$ cat config.mk
export PLATFORM = sky130hd
export DESIGN_NAME = pwm_measure
export DESIGN_NICKNAME = d
export VERILOG_FILES = /design/src/pwm_pkg.sv /design/src/pwm_tick_gen.sv /design/src/pwm_measure.sv
export SDC_FILE = /design/constraint.sdc
export NUM_CORES = 1
export LEC_CHECK = 0
export BUFFER_PORTS_ARGS = -buffer_cell sky130_fd_sc_hd__buf_2
export CORE_MARGIN = 2
export CORE_UTILIZATION = 45
export CTS_CLUSTER_SIZE = 28
export DETAILED_ROUTE_END_ITERATION = 16
export PLACE_DENSITY = 0.69
export SKIP_LAST_GASP = 1
export SYNTH_ARGS = -nofsm -noshare
export SYNTH_HDL_FRONTEND = slang
export SYNTH_SLANG_ARGS = --single-unit
$ cat constraint.sdc
create_clock -name clk -period 2.6 [get_ports clk]
set_clock_uncertainty 0.1 [all_clocks]
set_input_delay 0.52 -clock clk [delete_from_list [all_inputs] [get_ports clk]]
set_output_delay 0.52 -clock clk [all_outputs]
set_load 0.01 [all_outputs]
$ cat src/pwm_pkg.sv
// Purpose: constants for the pulse width measurement unit
// Assumes: 100 MHz system clock
// Notes: tick length chosen per product variant
package pwm_pkg;
	localparam int PWM_CLK_NS = 10;
	localparam int PWM_PIN_COUNT = 16;
	localparam int PWM_PIN_W = 4;
	localparam int PWM_COUNT_W = 16;
	localparam int PWM_BYTE_W = 8;
	// Tick lengths in picoseconds, one per variant
	localparam int PWM_TICK_10US_PS = 10000000;
	localparam int PWM_TICK_2US_PS = 2000000;
	localparam int PWM_TICK_0U8_PS = 800000;
	localparam int PWM_TICK_0U81_PS = 810000;
	localparam int PWM_CLK_PS = PWM_CLK_NS * 1000;
	localparam int PWM_TICK_CYC_DEF = PWM_TICK_2US_PS / PWM_CLK_PS;
	localparam logic [15:0] PWM_COUNT_MAX = 16'hFFFF;
	localparam logic [15:0] PWM_COUNT_ZERO = 16'h0000;
	localparam logic [15:0] PWM_TIMEOUT_RESULT = 16'h0000;
	typedef enum logic [2:0] {
		PWM_IDLE = 3'b000,
		PWM_ARM = 3'b001,
		PWM_WAIT = 3'b010,
		PWM_MEASURE = 3'b011,
		PWM_WRITE = 3'b100,
		PWM_DONE = 3'b101
	} pwm_state_t;
endpackage

$ cat src/pwm_tick_gen.sv
// Purpose: fixed-rate tick strobe for pulse timing
// Assumes: tick_cycles at least one
// Notes: restarts on clear so each phase begins on a whole tick
`timescale 1ns/100ps
module pwm_tick_gen
	import pwm_pkg::*;
#(
	parameter int TICK_CYCLES = PWM_TICK_CYC_DEF
) (
	// Clock and reset
	input wire logic clk,
	input wire logic reset_n,
	// Control
	input wire logic clear,
	output logic tick
);
	localparam int CW = (TICK_CYCLES > 1) ? $clog2(TICK_CYCLES) : 1;
	localparam logic [CW-1:0] LAST = CW'(TICK_CYCLES - 1);
	logic [CW-1:0] div;

	always_ff @(posedge clk) begin
		if (!reset_n || clear) begin
			div <= '0;
		end else if (div == LAST) begin
			div <= '0;
		end else begin
			div <= div + CW'(1);
		end
	end

	assign tick = !clear && (div == LAST);
endmodule

$ cat src/pwm_measure.sv
// Purpose: time one pulse on a selected I/O pin in fixed ticks
// Assumes: pins asynchronous to clk; one command at a time
// Notes: count wraps to zero at the top and flags a timeout
// Notes on behaviour
// - Pin index 0 to 15 selected; that pin is input throughout the measurement.
// - Polarity 0 times a low pulse from falling edge; 1 a high pulse from rising.
// - Full pulse width counted in fixed ticks of the variant's length.
// - Wait for the starting edge no longer than the maximum measurable width.
// - After the start, count until pin returns idle, then write the count.
// - No start within the wait, or too long a pulse, writes zero.
// - Internal tick counter is always sixteen bits wide.
// - Byte destination receives only the low eight bits of the count.
`timescale 1ns/100ps
module pwm_measure
	import pwm_pkg::*;
#(
	parameter int TICK_CYCLES = PWM_TICK_CYC_DEF
) (
	// Clock and reset
	input wire logic clk,
	input wire logic reset_n,
	// Command
	input wire logic start,
	input wire logic [PWM_PIN_W-1:0] pin_sel,
	input wire logic polarity,
	input wire logic byte_dest,
	output logic busy,
	// I/O pins
	input wire logic [PWM_PIN_COUNT-1:0] pin_in,
	output logic [PWM_PIN_COUNT-1:0] pin_oe,
	// Result
	output logic [PWM_COUNT_W-1:0] result,
	output logic result_valid,
	output logic done
);
	// ********************************
	// Pin synchronisers
	// ********************************
	logic [PWM_PIN_COUNT-1:0] pin_meta;
	logic [PWM_PIN_COUNT-1:0] pin_sync;

	always_ff @(posedge clk) begin
		if (!reset_n) begin
			pin_meta <= '0;
			pin_sync <= '0;
		end else begin
			pin_meta <= pin_in;
			pin_sync <= pin_meta;
		end
	end

	// ********************************
	// Command capture
	// ********************************
	pwm_state_t state;
	logic [PWM_PIN_W-1:0] sel;
	logic active_level;
	logic to_byte;
	logic level;
	logic level_prev;
	logic [PWM_COUNT_W-1:0] count;
	logic tick;
	logic tick_clear;

	always_ff @(posedge clk) begin
		if (!reset_n) begin
			sel <= '0;
			active_level <= 1'b0;
			to_byte <= 1'b0;
		end else if (state == PWM_IDLE && start) begin
			sel <= pin_sel;
			active_level <= polarity;
			to_byte <= byte_dest;
		end
	end

	// Every pin is an input; this unit never drives the pads
	assign pin_oe = '0;

	// Selected level, polarity folded so 1 means inside the pulse
	assign level = pin_sync[sel] ~^ active_level;

	always_ff @(posedge clk) begin
		if (!reset_n) begin
			level_prev <= 1'b1;
		end else begin
			level_prev <= level;
		end
	end

	// ********************************
	// Edge detect
	// ********************************
	logic start_edge;

	// Fresh edge only; a level already inside the pulse never counts
	assign start_edge = level && !level_prev;

	// ********************************
	// Tick source
	// ********************************
	assign tick_clear = (state == PWM_ARM) || (state == PWM_WAIT && start_edge);

	pwm_tick_gen #(
		.TICK_CYCLES(TICK_CYCLES)
	) u_tick (
		.clk(clk),
		.reset_n(reset_n),
		.clear(tick_clear),
		.tick(tick)
	);

	// ********************************
	// Sequencer
	// ********************************
	always_ff @(posedge clk) begin
		if (!reset_n) begin
			state <= PWM_IDLE;
		end else begin
			case (state)
				PWM_IDLE: begin
					if (start) begin
						state <= PWM_ARM;
					end
				end
				// One cycle so level_prev reflects the new pin
				PWM_ARM: begin
					state <= PWM_WAIT;
				end
				PWM_WAIT: begin
					if (start_edge) begin
						state <= PWM_MEASURE;
					end else if (tick && count == PWM_COUNT_MAX) begin
						state <= PWM_WRITE;
					end
				end
				PWM_MEASURE: begin
					if (!level) begin
						state <= PWM_WRITE;
					end else if (tick && count == PWM_COUNT_MAX) begin
						state <= PWM_WRITE;
					end
				end
				PWM_WRITE: begin
					state <= PWM_DONE;
				end
				PWM_DONE: begin
					state <= PWM_IDLE;
				end
				default: begin
					state <= PWM_IDLE;
				end
			endcase
		end
	end

	// ********************************
	// Tick counter
	// ********************************
	logic timed_out;

	// Wait and pulse share one counter; its wrap at the top is the timeout
	always_ff @(posedge clk) begin
		if (!reset_n) begin
			count <= PWM_COUNT_ZERO;
			timed_out <= 1'b0;
		end else if (state == PWM_ARM) begin
			count <= PWM_COUNT_ZERO;
			timed_out <= 1'b0;
		end else if (state == PWM_WAIT) begin
			if (start_edge) begin
				count <= PWM_COUNT_ZERO;
			end else if (tick) begin
				count <= count + 16'h0001;
				timed_out <= (count == PWM_COUNT_MAX);
			end
		end else if (state == PWM_MEASURE && level && tick) begin
			// Wrapping past the top sets timed_out to mark overrange
			count <= count + 16'h0001;
			timed_out <= (count == PWM_COUNT_MAX);
		end
	end

	// ********************************
	// Result and done
	// ********************************
	logic [PWM_COUNT_W-1:0] next_result;

	always_comb begin
		if (timed_out) begin
			next_result = PWM_TIMEOUT_RESULT;
		end else if (to_byte) begin
			next_result = {{(PWM_COUNT_W-PWM_BYTE_W){1'b0}}, count[PWM_BYTE_W-1:0]};
		end else begin
			next_result = count;
		end
	end

	always_ff @(posedge clk) begin
		if (!reset_n) begin
			result <= PWM_COUNT_ZERO;
			result_valid <= 1'b0;
		end else begin
			result_valid <= (state == PWM_WRITE);
			if (state == PWM_WRITE) begin
				result <= next_result;
			end
		end
	end

	always_ff @(posedge clk) begin
		if (!reset_n) begin
			done <= 1'b0;
		end else begin
			done <= result_valid;
		end
	end

	assign busy = (state != PWM_IDLE);
endmodule

# Word level (Yosys, flattened, before mapping)

Index checks and enable logic that the tools add are counted.
W data, S select, Z words.

Bits in registers: 85
Bits of input ports: 25
Output and inout port bits: 35

$add $sub $neg: 2
Order comparisons: 1
Equality and inequality tests: 10
Muxes and demuxes: 17
Bitwise logic cells: 2
Reductions and logical operators: 19

Operator list:

| kind                    | number |
|---|---|
| $mux W16                | 6 |
| $add A16 B1 Y16 const B | 1 |
| $eq A16 B16 Y1 const B  | 1 |
| $pmux W3 S5             | 1 |
| $mux W3                 | 4 |
| $add A8 B1 Y8 const B   | 1 |
| $eq A8 B8 Y1 const B    | 1 |
| $logic_and A1 B1 Y1     | 7 |
| $eq A3 B2 Y1 const B    | 2 |
| $ne A2 B2 Y1 const B    | 3 |
| $lt A4 B5 Y1 const B    | 1 |
| $mux W1                 | 5 |
| $bmux W1 S4             | 1 |
| $reduce_or A2 Y1        | 2 |
| $eq A3 B1 Y1 const B    | 1 |
| $eq A3 B3 Y1 const B    | 1 |
| $logic_not A1 Y1        | 3 |
| $logic_not A3 Y1        | 1 |
| $ne A3 B3 Y1 const B    | 1 |
| $reduce_and A3 Y1       | 1 |
| $reduce_bool A3 Y1      | 1 |
| $logic_or A1 B1 Y1      | 2 |
| $reduce_and A2 Y1       | 1 |
| $reduce_bool A2 Y1      | 1 |
| 2 further kinds         | 2 |

# Logic depth before layout (Yosys ltp)

Word-level depth: 12
Mapped depth: 9

# Hierarchy

From an unflattened synthesis, not the netlist that was laid out.

Cell total of the unflattened synthesis: 349
Area, all modules: 3570.9 µm²

Modules (own cells, without submodules):

| module       | instances | cells each | area each (µm²) | sequential area each (µm²) |
|---|---|---|---|---|
| pwm_measure  | 1         | 308        | 3181.8          | 1541.5 |
| pwm_tick_gen | 1         | 41         | 389.1           | 160.2 |

# Worst setup path after synthesis

OpenSTA, ideal clock, no wires.

Path type: flip-flop to flip-flop
From: register sel[2]
To: register count[15]
Setup time: 0.072 ns
Arrival: 2.525 ns
Required time: 2.428 ns
Path slack: -0.097 ns
Cell stages (with the launch flop): 10
Clock period less this slack: 2.697 ns
Cell sequence: dfxtp_1 buf_6 mux4_1 mux4_2 xor2_2 or3_1 buf_6 buf_8 a21oi_2 mux2i_1

Longest elaborated chain between the ends: 11

RTL lines:

| element                           | line               | text |
|---|---|---|
| start, declared                   | pwm_measure.sv:56  | `logic [PWM_PIN_W-1:0] sel;` |
| start signal, assigned            | pwm_measure.sv:71  | `sel <= pin_sel;` |
| $bmux W1 S4 (*)                   | pwm_measure.sv:81  | `assign level = pin_sync[sel] ~^ active_level;` |
| $mux W1 (implied by the code) (*) | pwm_measure.sv:81  |  |
| $xnor A1 B1 Y1 (*)                | pwm_measure.sv:81  |  |
| $logic_and A1 B1 Y1               | pwm_measure.sv:97  | `assign start_edge = level && !level_prev;` |
| $logic_and A1 B1 Y1               | pwm_measure.sv:102 | `assign tick_clear = (state == PWM_ARM) \|\| (state == PWM_WAIT && start_edge);` |
| $logic_or A1 B1 Y1                | pwm_measure.sv:102 |  |
| $logic_not A1 Y1                  | pwm_tick_gen.sv:31 | `assign tick = !clear && (div == LAST);` |
| $logic_and A1 B1 Y1               | pwm_tick_gen.sv:31 |  |
| $logic_and A1 B1 Y1               | pwm_measure.sv:177 | `end else if (state == PWM_MEASURE && level && tick) begin` |
| $reduce_bool A2 Y1 (no line)      | n/a                |  |
| $reduce_and A2 Y1 (no line)       | n/a                |  |
| end signal, assigned              | pwm_measure.sv:174 | `count <= count + 16'h0001;` |
| end signal, assigned              | pwm_measure.sv:179 | `count <= count + 16'h0001;` |
| end, declared                     | pwm_measure.sv:61  | `logic [PWM_COUNT_W-1:0] count;` |

Every way passes the cells marked *; elsewhere a longest branch is shown, timed or not. The select of a mux whose other input is x is not followed.
A chain may end at the register's enable or synchronous reset.

# Worst setup path in the final report

From: register sel[2]
To: register count[11]

The elaborated chain is that of the path after synthesis.

==> flow_summary.json <==
{
  "synth_top_area_frac": 0.487,
  "async_flop_share": 0,
  "synth_top_cell_by_area": "dfxtp_1",
  "clockBufferDepth": 2,
  "post-route-drc-count": 0,
  "setup.worst_path.class": "register to register",
  "min_period_ns": 2.66,
  "rr_worst_depth": 8,
  "synth_warnings": 0,
  "wl_mm": 6.51,
  "cts_htree_levels": 3,
  "p_leak_nw": 1.68,
  "hp-class": "primary input to register",
  "crit_path_start_kind": "register",
  "dp_hpwl_mm": 4.46,
  "dp_cells": 487,
  "period_share": 1.02,
  "cts-hold-fix-buffers": 0,
  "fillCellCount": 693,
  "worstSkewPairLatency_ns": 0.35,
  "synth-main-ff-cell": "dfxtp_1",
  "gr-usage-all-layers": 0.159,
  "crit_arrival_ns": 2.84,
  "design_area_sq_mm": 0.00419,
  "worst-slew-pin-transition_ns": 0.657,
  "rsz0062_at_grt": "true",
  "io_buffers": 43,
  "die-area_sq_mm": 0.00849,
  "die_x_microns": 92.1,
  "post_drt_wl_per_cell_microns": 12.8,
  "mappedNetlistArea_sq_mm": 0.00350,
  "hold_viol": 0,
  "numCtsBuffers": 9,
  "cp.required_ns": 2.78,
  "cp_max_fo": 7,
  "syn_area_per_cell_sq_um": 10.1,
  "grt_pass1_wl_mm": 10.5,
  "hp-start": "pin_in[7]",
  "cts_sinks": 85,
  "antenna_found_initial": 0,
  "fin_hold_ws_ns": 0.262,
  "final_common_cell": "dfxtp_1",
  "ant_nets": 0,
  "totalPowerFinal_mw": 2.62,
  "gp_congestion": 0.865,
  "grt_pass1_vias": 2297,
  "synth_area_leaders": "dfxtp_1, and2_1, mux2i_1, a22o_1, buf_4",
  "overflow": 0,
  "max_freq_ghz": 0.376,
  "viasPerCell": 4.79,
  "vias": 2431,
  "areaGrowthSynthToFinish_pct": 19.8,
  "crit_slowest_cell": "mux4_2",
  "relSlewSlack": 0.560,
  "cp_common_cell": "mux4_2",
  "drive_gt1_frac": 0.264,
  "rows": 32,
  "die_h_microns": 92.1,
  "crit_path_end_kind": "register",
  "r2r_start": "sel[2]",
  "layout_common_cells": "dfxtp_1, buf_2, and2_1",
  "maxCapViolCount": 0,
  "final_cells": 507,
  "whs_path_depth": 2,
  "seq_area_frac_synth": 0.487,
  "dp_slack_ns": -0.139,
  "drv_slew": 0,
  "violations": "negative setup slack",
  "synth-seq-cells": 85,
  "core-area_sq_mm": 0.00761,
  "ys_types": 47,
  "io-pin-count": 60,
  "cts_tree": "built",
  "crit_chain": "mux4_2, mux4_2, xor2_4, buf_6, a21o_4, buf_8, a21oi_2, mux2i_1",
  "status": "finished, violations left",
  "cts_root_buffer": "clkbuf_8",
  "ir_drop_v": 0.000498,
  "critPathMaxStageDelay_ns": 0.54,
  "antenna_cells": 0,
  "finalNetCount": 427,
  "place_area_sq_mm": 0.00379,
  "tns_ns": -0.468,
  "synth-edff-count": 0,
  "crit_path_start": "sel[2]",
  "setup_viol": 19,
  "final_util": 0.550,
  "dr.pass1.iters": 4,
  "first_iter_violations": 72,
  "grt_start_max_net_pins": 45,
  "synthCells": 345,
  "start_util": 0.460,
  "clk_pin_slew_ns": 0.09,
  "p_per_area_mw_per_mm2": 626,
  "setup_ws_ns": -0.0624
}
## worst max-delay path, delay by kind of cell (launching register included)
kind                   cells  cell delay (ns)
flip-flops                 1             0.39
XOR/XNOR                   1             0.18
multiplexers               3             1.24
AO/OA/AOI/OAI              2             0.37
buffers and inverters      2             0.29
## metal layers
layer / track usage / share of wire / vias up
met1: 0.186 / 0.43 / 1096
met2: 0.264 / 0.50 / 58
met5: 0 / 0 / -
li1: - / - / 1264
met3: 0.0534 / 0.048 / 13
met4: 0.0672 / 0.021 / 0
## logic make-up (layout without fill, tap and decap cells)
family | after synthesis | in the layout | synth area share
compound gates | 44 | 44 | 0.102
xor+xnor | 7 | 7 | 0.0197
flops | 85 | 85 | 0.487
buf+inv | 36 | 81 | 0.0644
fa+ha+maj | 2 | 2 | 0.00716
mux | 26 | 26 | 0.0956
other cells | 1 | 16 | 0.00107
simple gates | 144 | 144 | 0.224
## flip-flops by register name, indices dropped and copies added (netlist names)
name	count
level_prev	1
sel	4
count	16
u_tick.div	8
state	3
timed_out	1
to_byte	1
pin_sync	16
active_level	1
result	16
result_valid	1
done	1
pin_meta	16
## cells in the mapped netlist (all sizes together), types with 2 or more instances
master  count
a21boi      3
nor2b       8
nand2b     17
mux4        5
nor3        2
buf        23
inv         3
nand2      29
xor2        6
and2       37
a21oi      15
and3        7
nand4       9
dfxtp      85
a22o       15
nor4        2
or3         3
ha          2
mux2i      21
nor2       14
clkbuf     10
nand3      12
o21ai       3
## cell type report
| type | instances | area (sq um) | area share |
|---|---|---|---|
| inverters | 3 | 11.3 | 0.00269 |
| clock buffers | 10 | 138 | 0.0329 |
| clock inverters | 6 | 76.3 | 0.0182 |
| well taps | 102 | 128 | 0.0305 |
| repair buffers | 62 | 412 | 0.0983 |
| flip-flops and latches | 85 | 1710 | 0.407 |
| multi-input cells | 239 | 1720 | 0.410 |
## report_power, final
group	total (mW)	internal (mW)	switching [mW]	leakage (nW)
Sequential	1.38	1.34	0.0322	0.694
Combinational	0.272	0.133	0.138	0.881
Clock	0.974	0.487	0.487	0.109
Total	2.62	1.96	0.658	1.68
## final timing paths
path | slack (ns) | endpoint
min | 0.26 | pin_meta[7]
max | -0.06 | count[11]
min reg2reg | 0.34 | pin_sync[14]
max reg2reg | -0.06 | count[11]
## repair_timing
| action | in CTS | in global routing |
|---|---|---|
| cloned | 0 | 2 |
| setup buffers | 1 | 1 |
| setup endpoints to repair | 21 | 27 |
| gates resized for setup | 15 | 21 |
| pin swaps | 3 | 4 |
(Power assumes the default switching activity.)
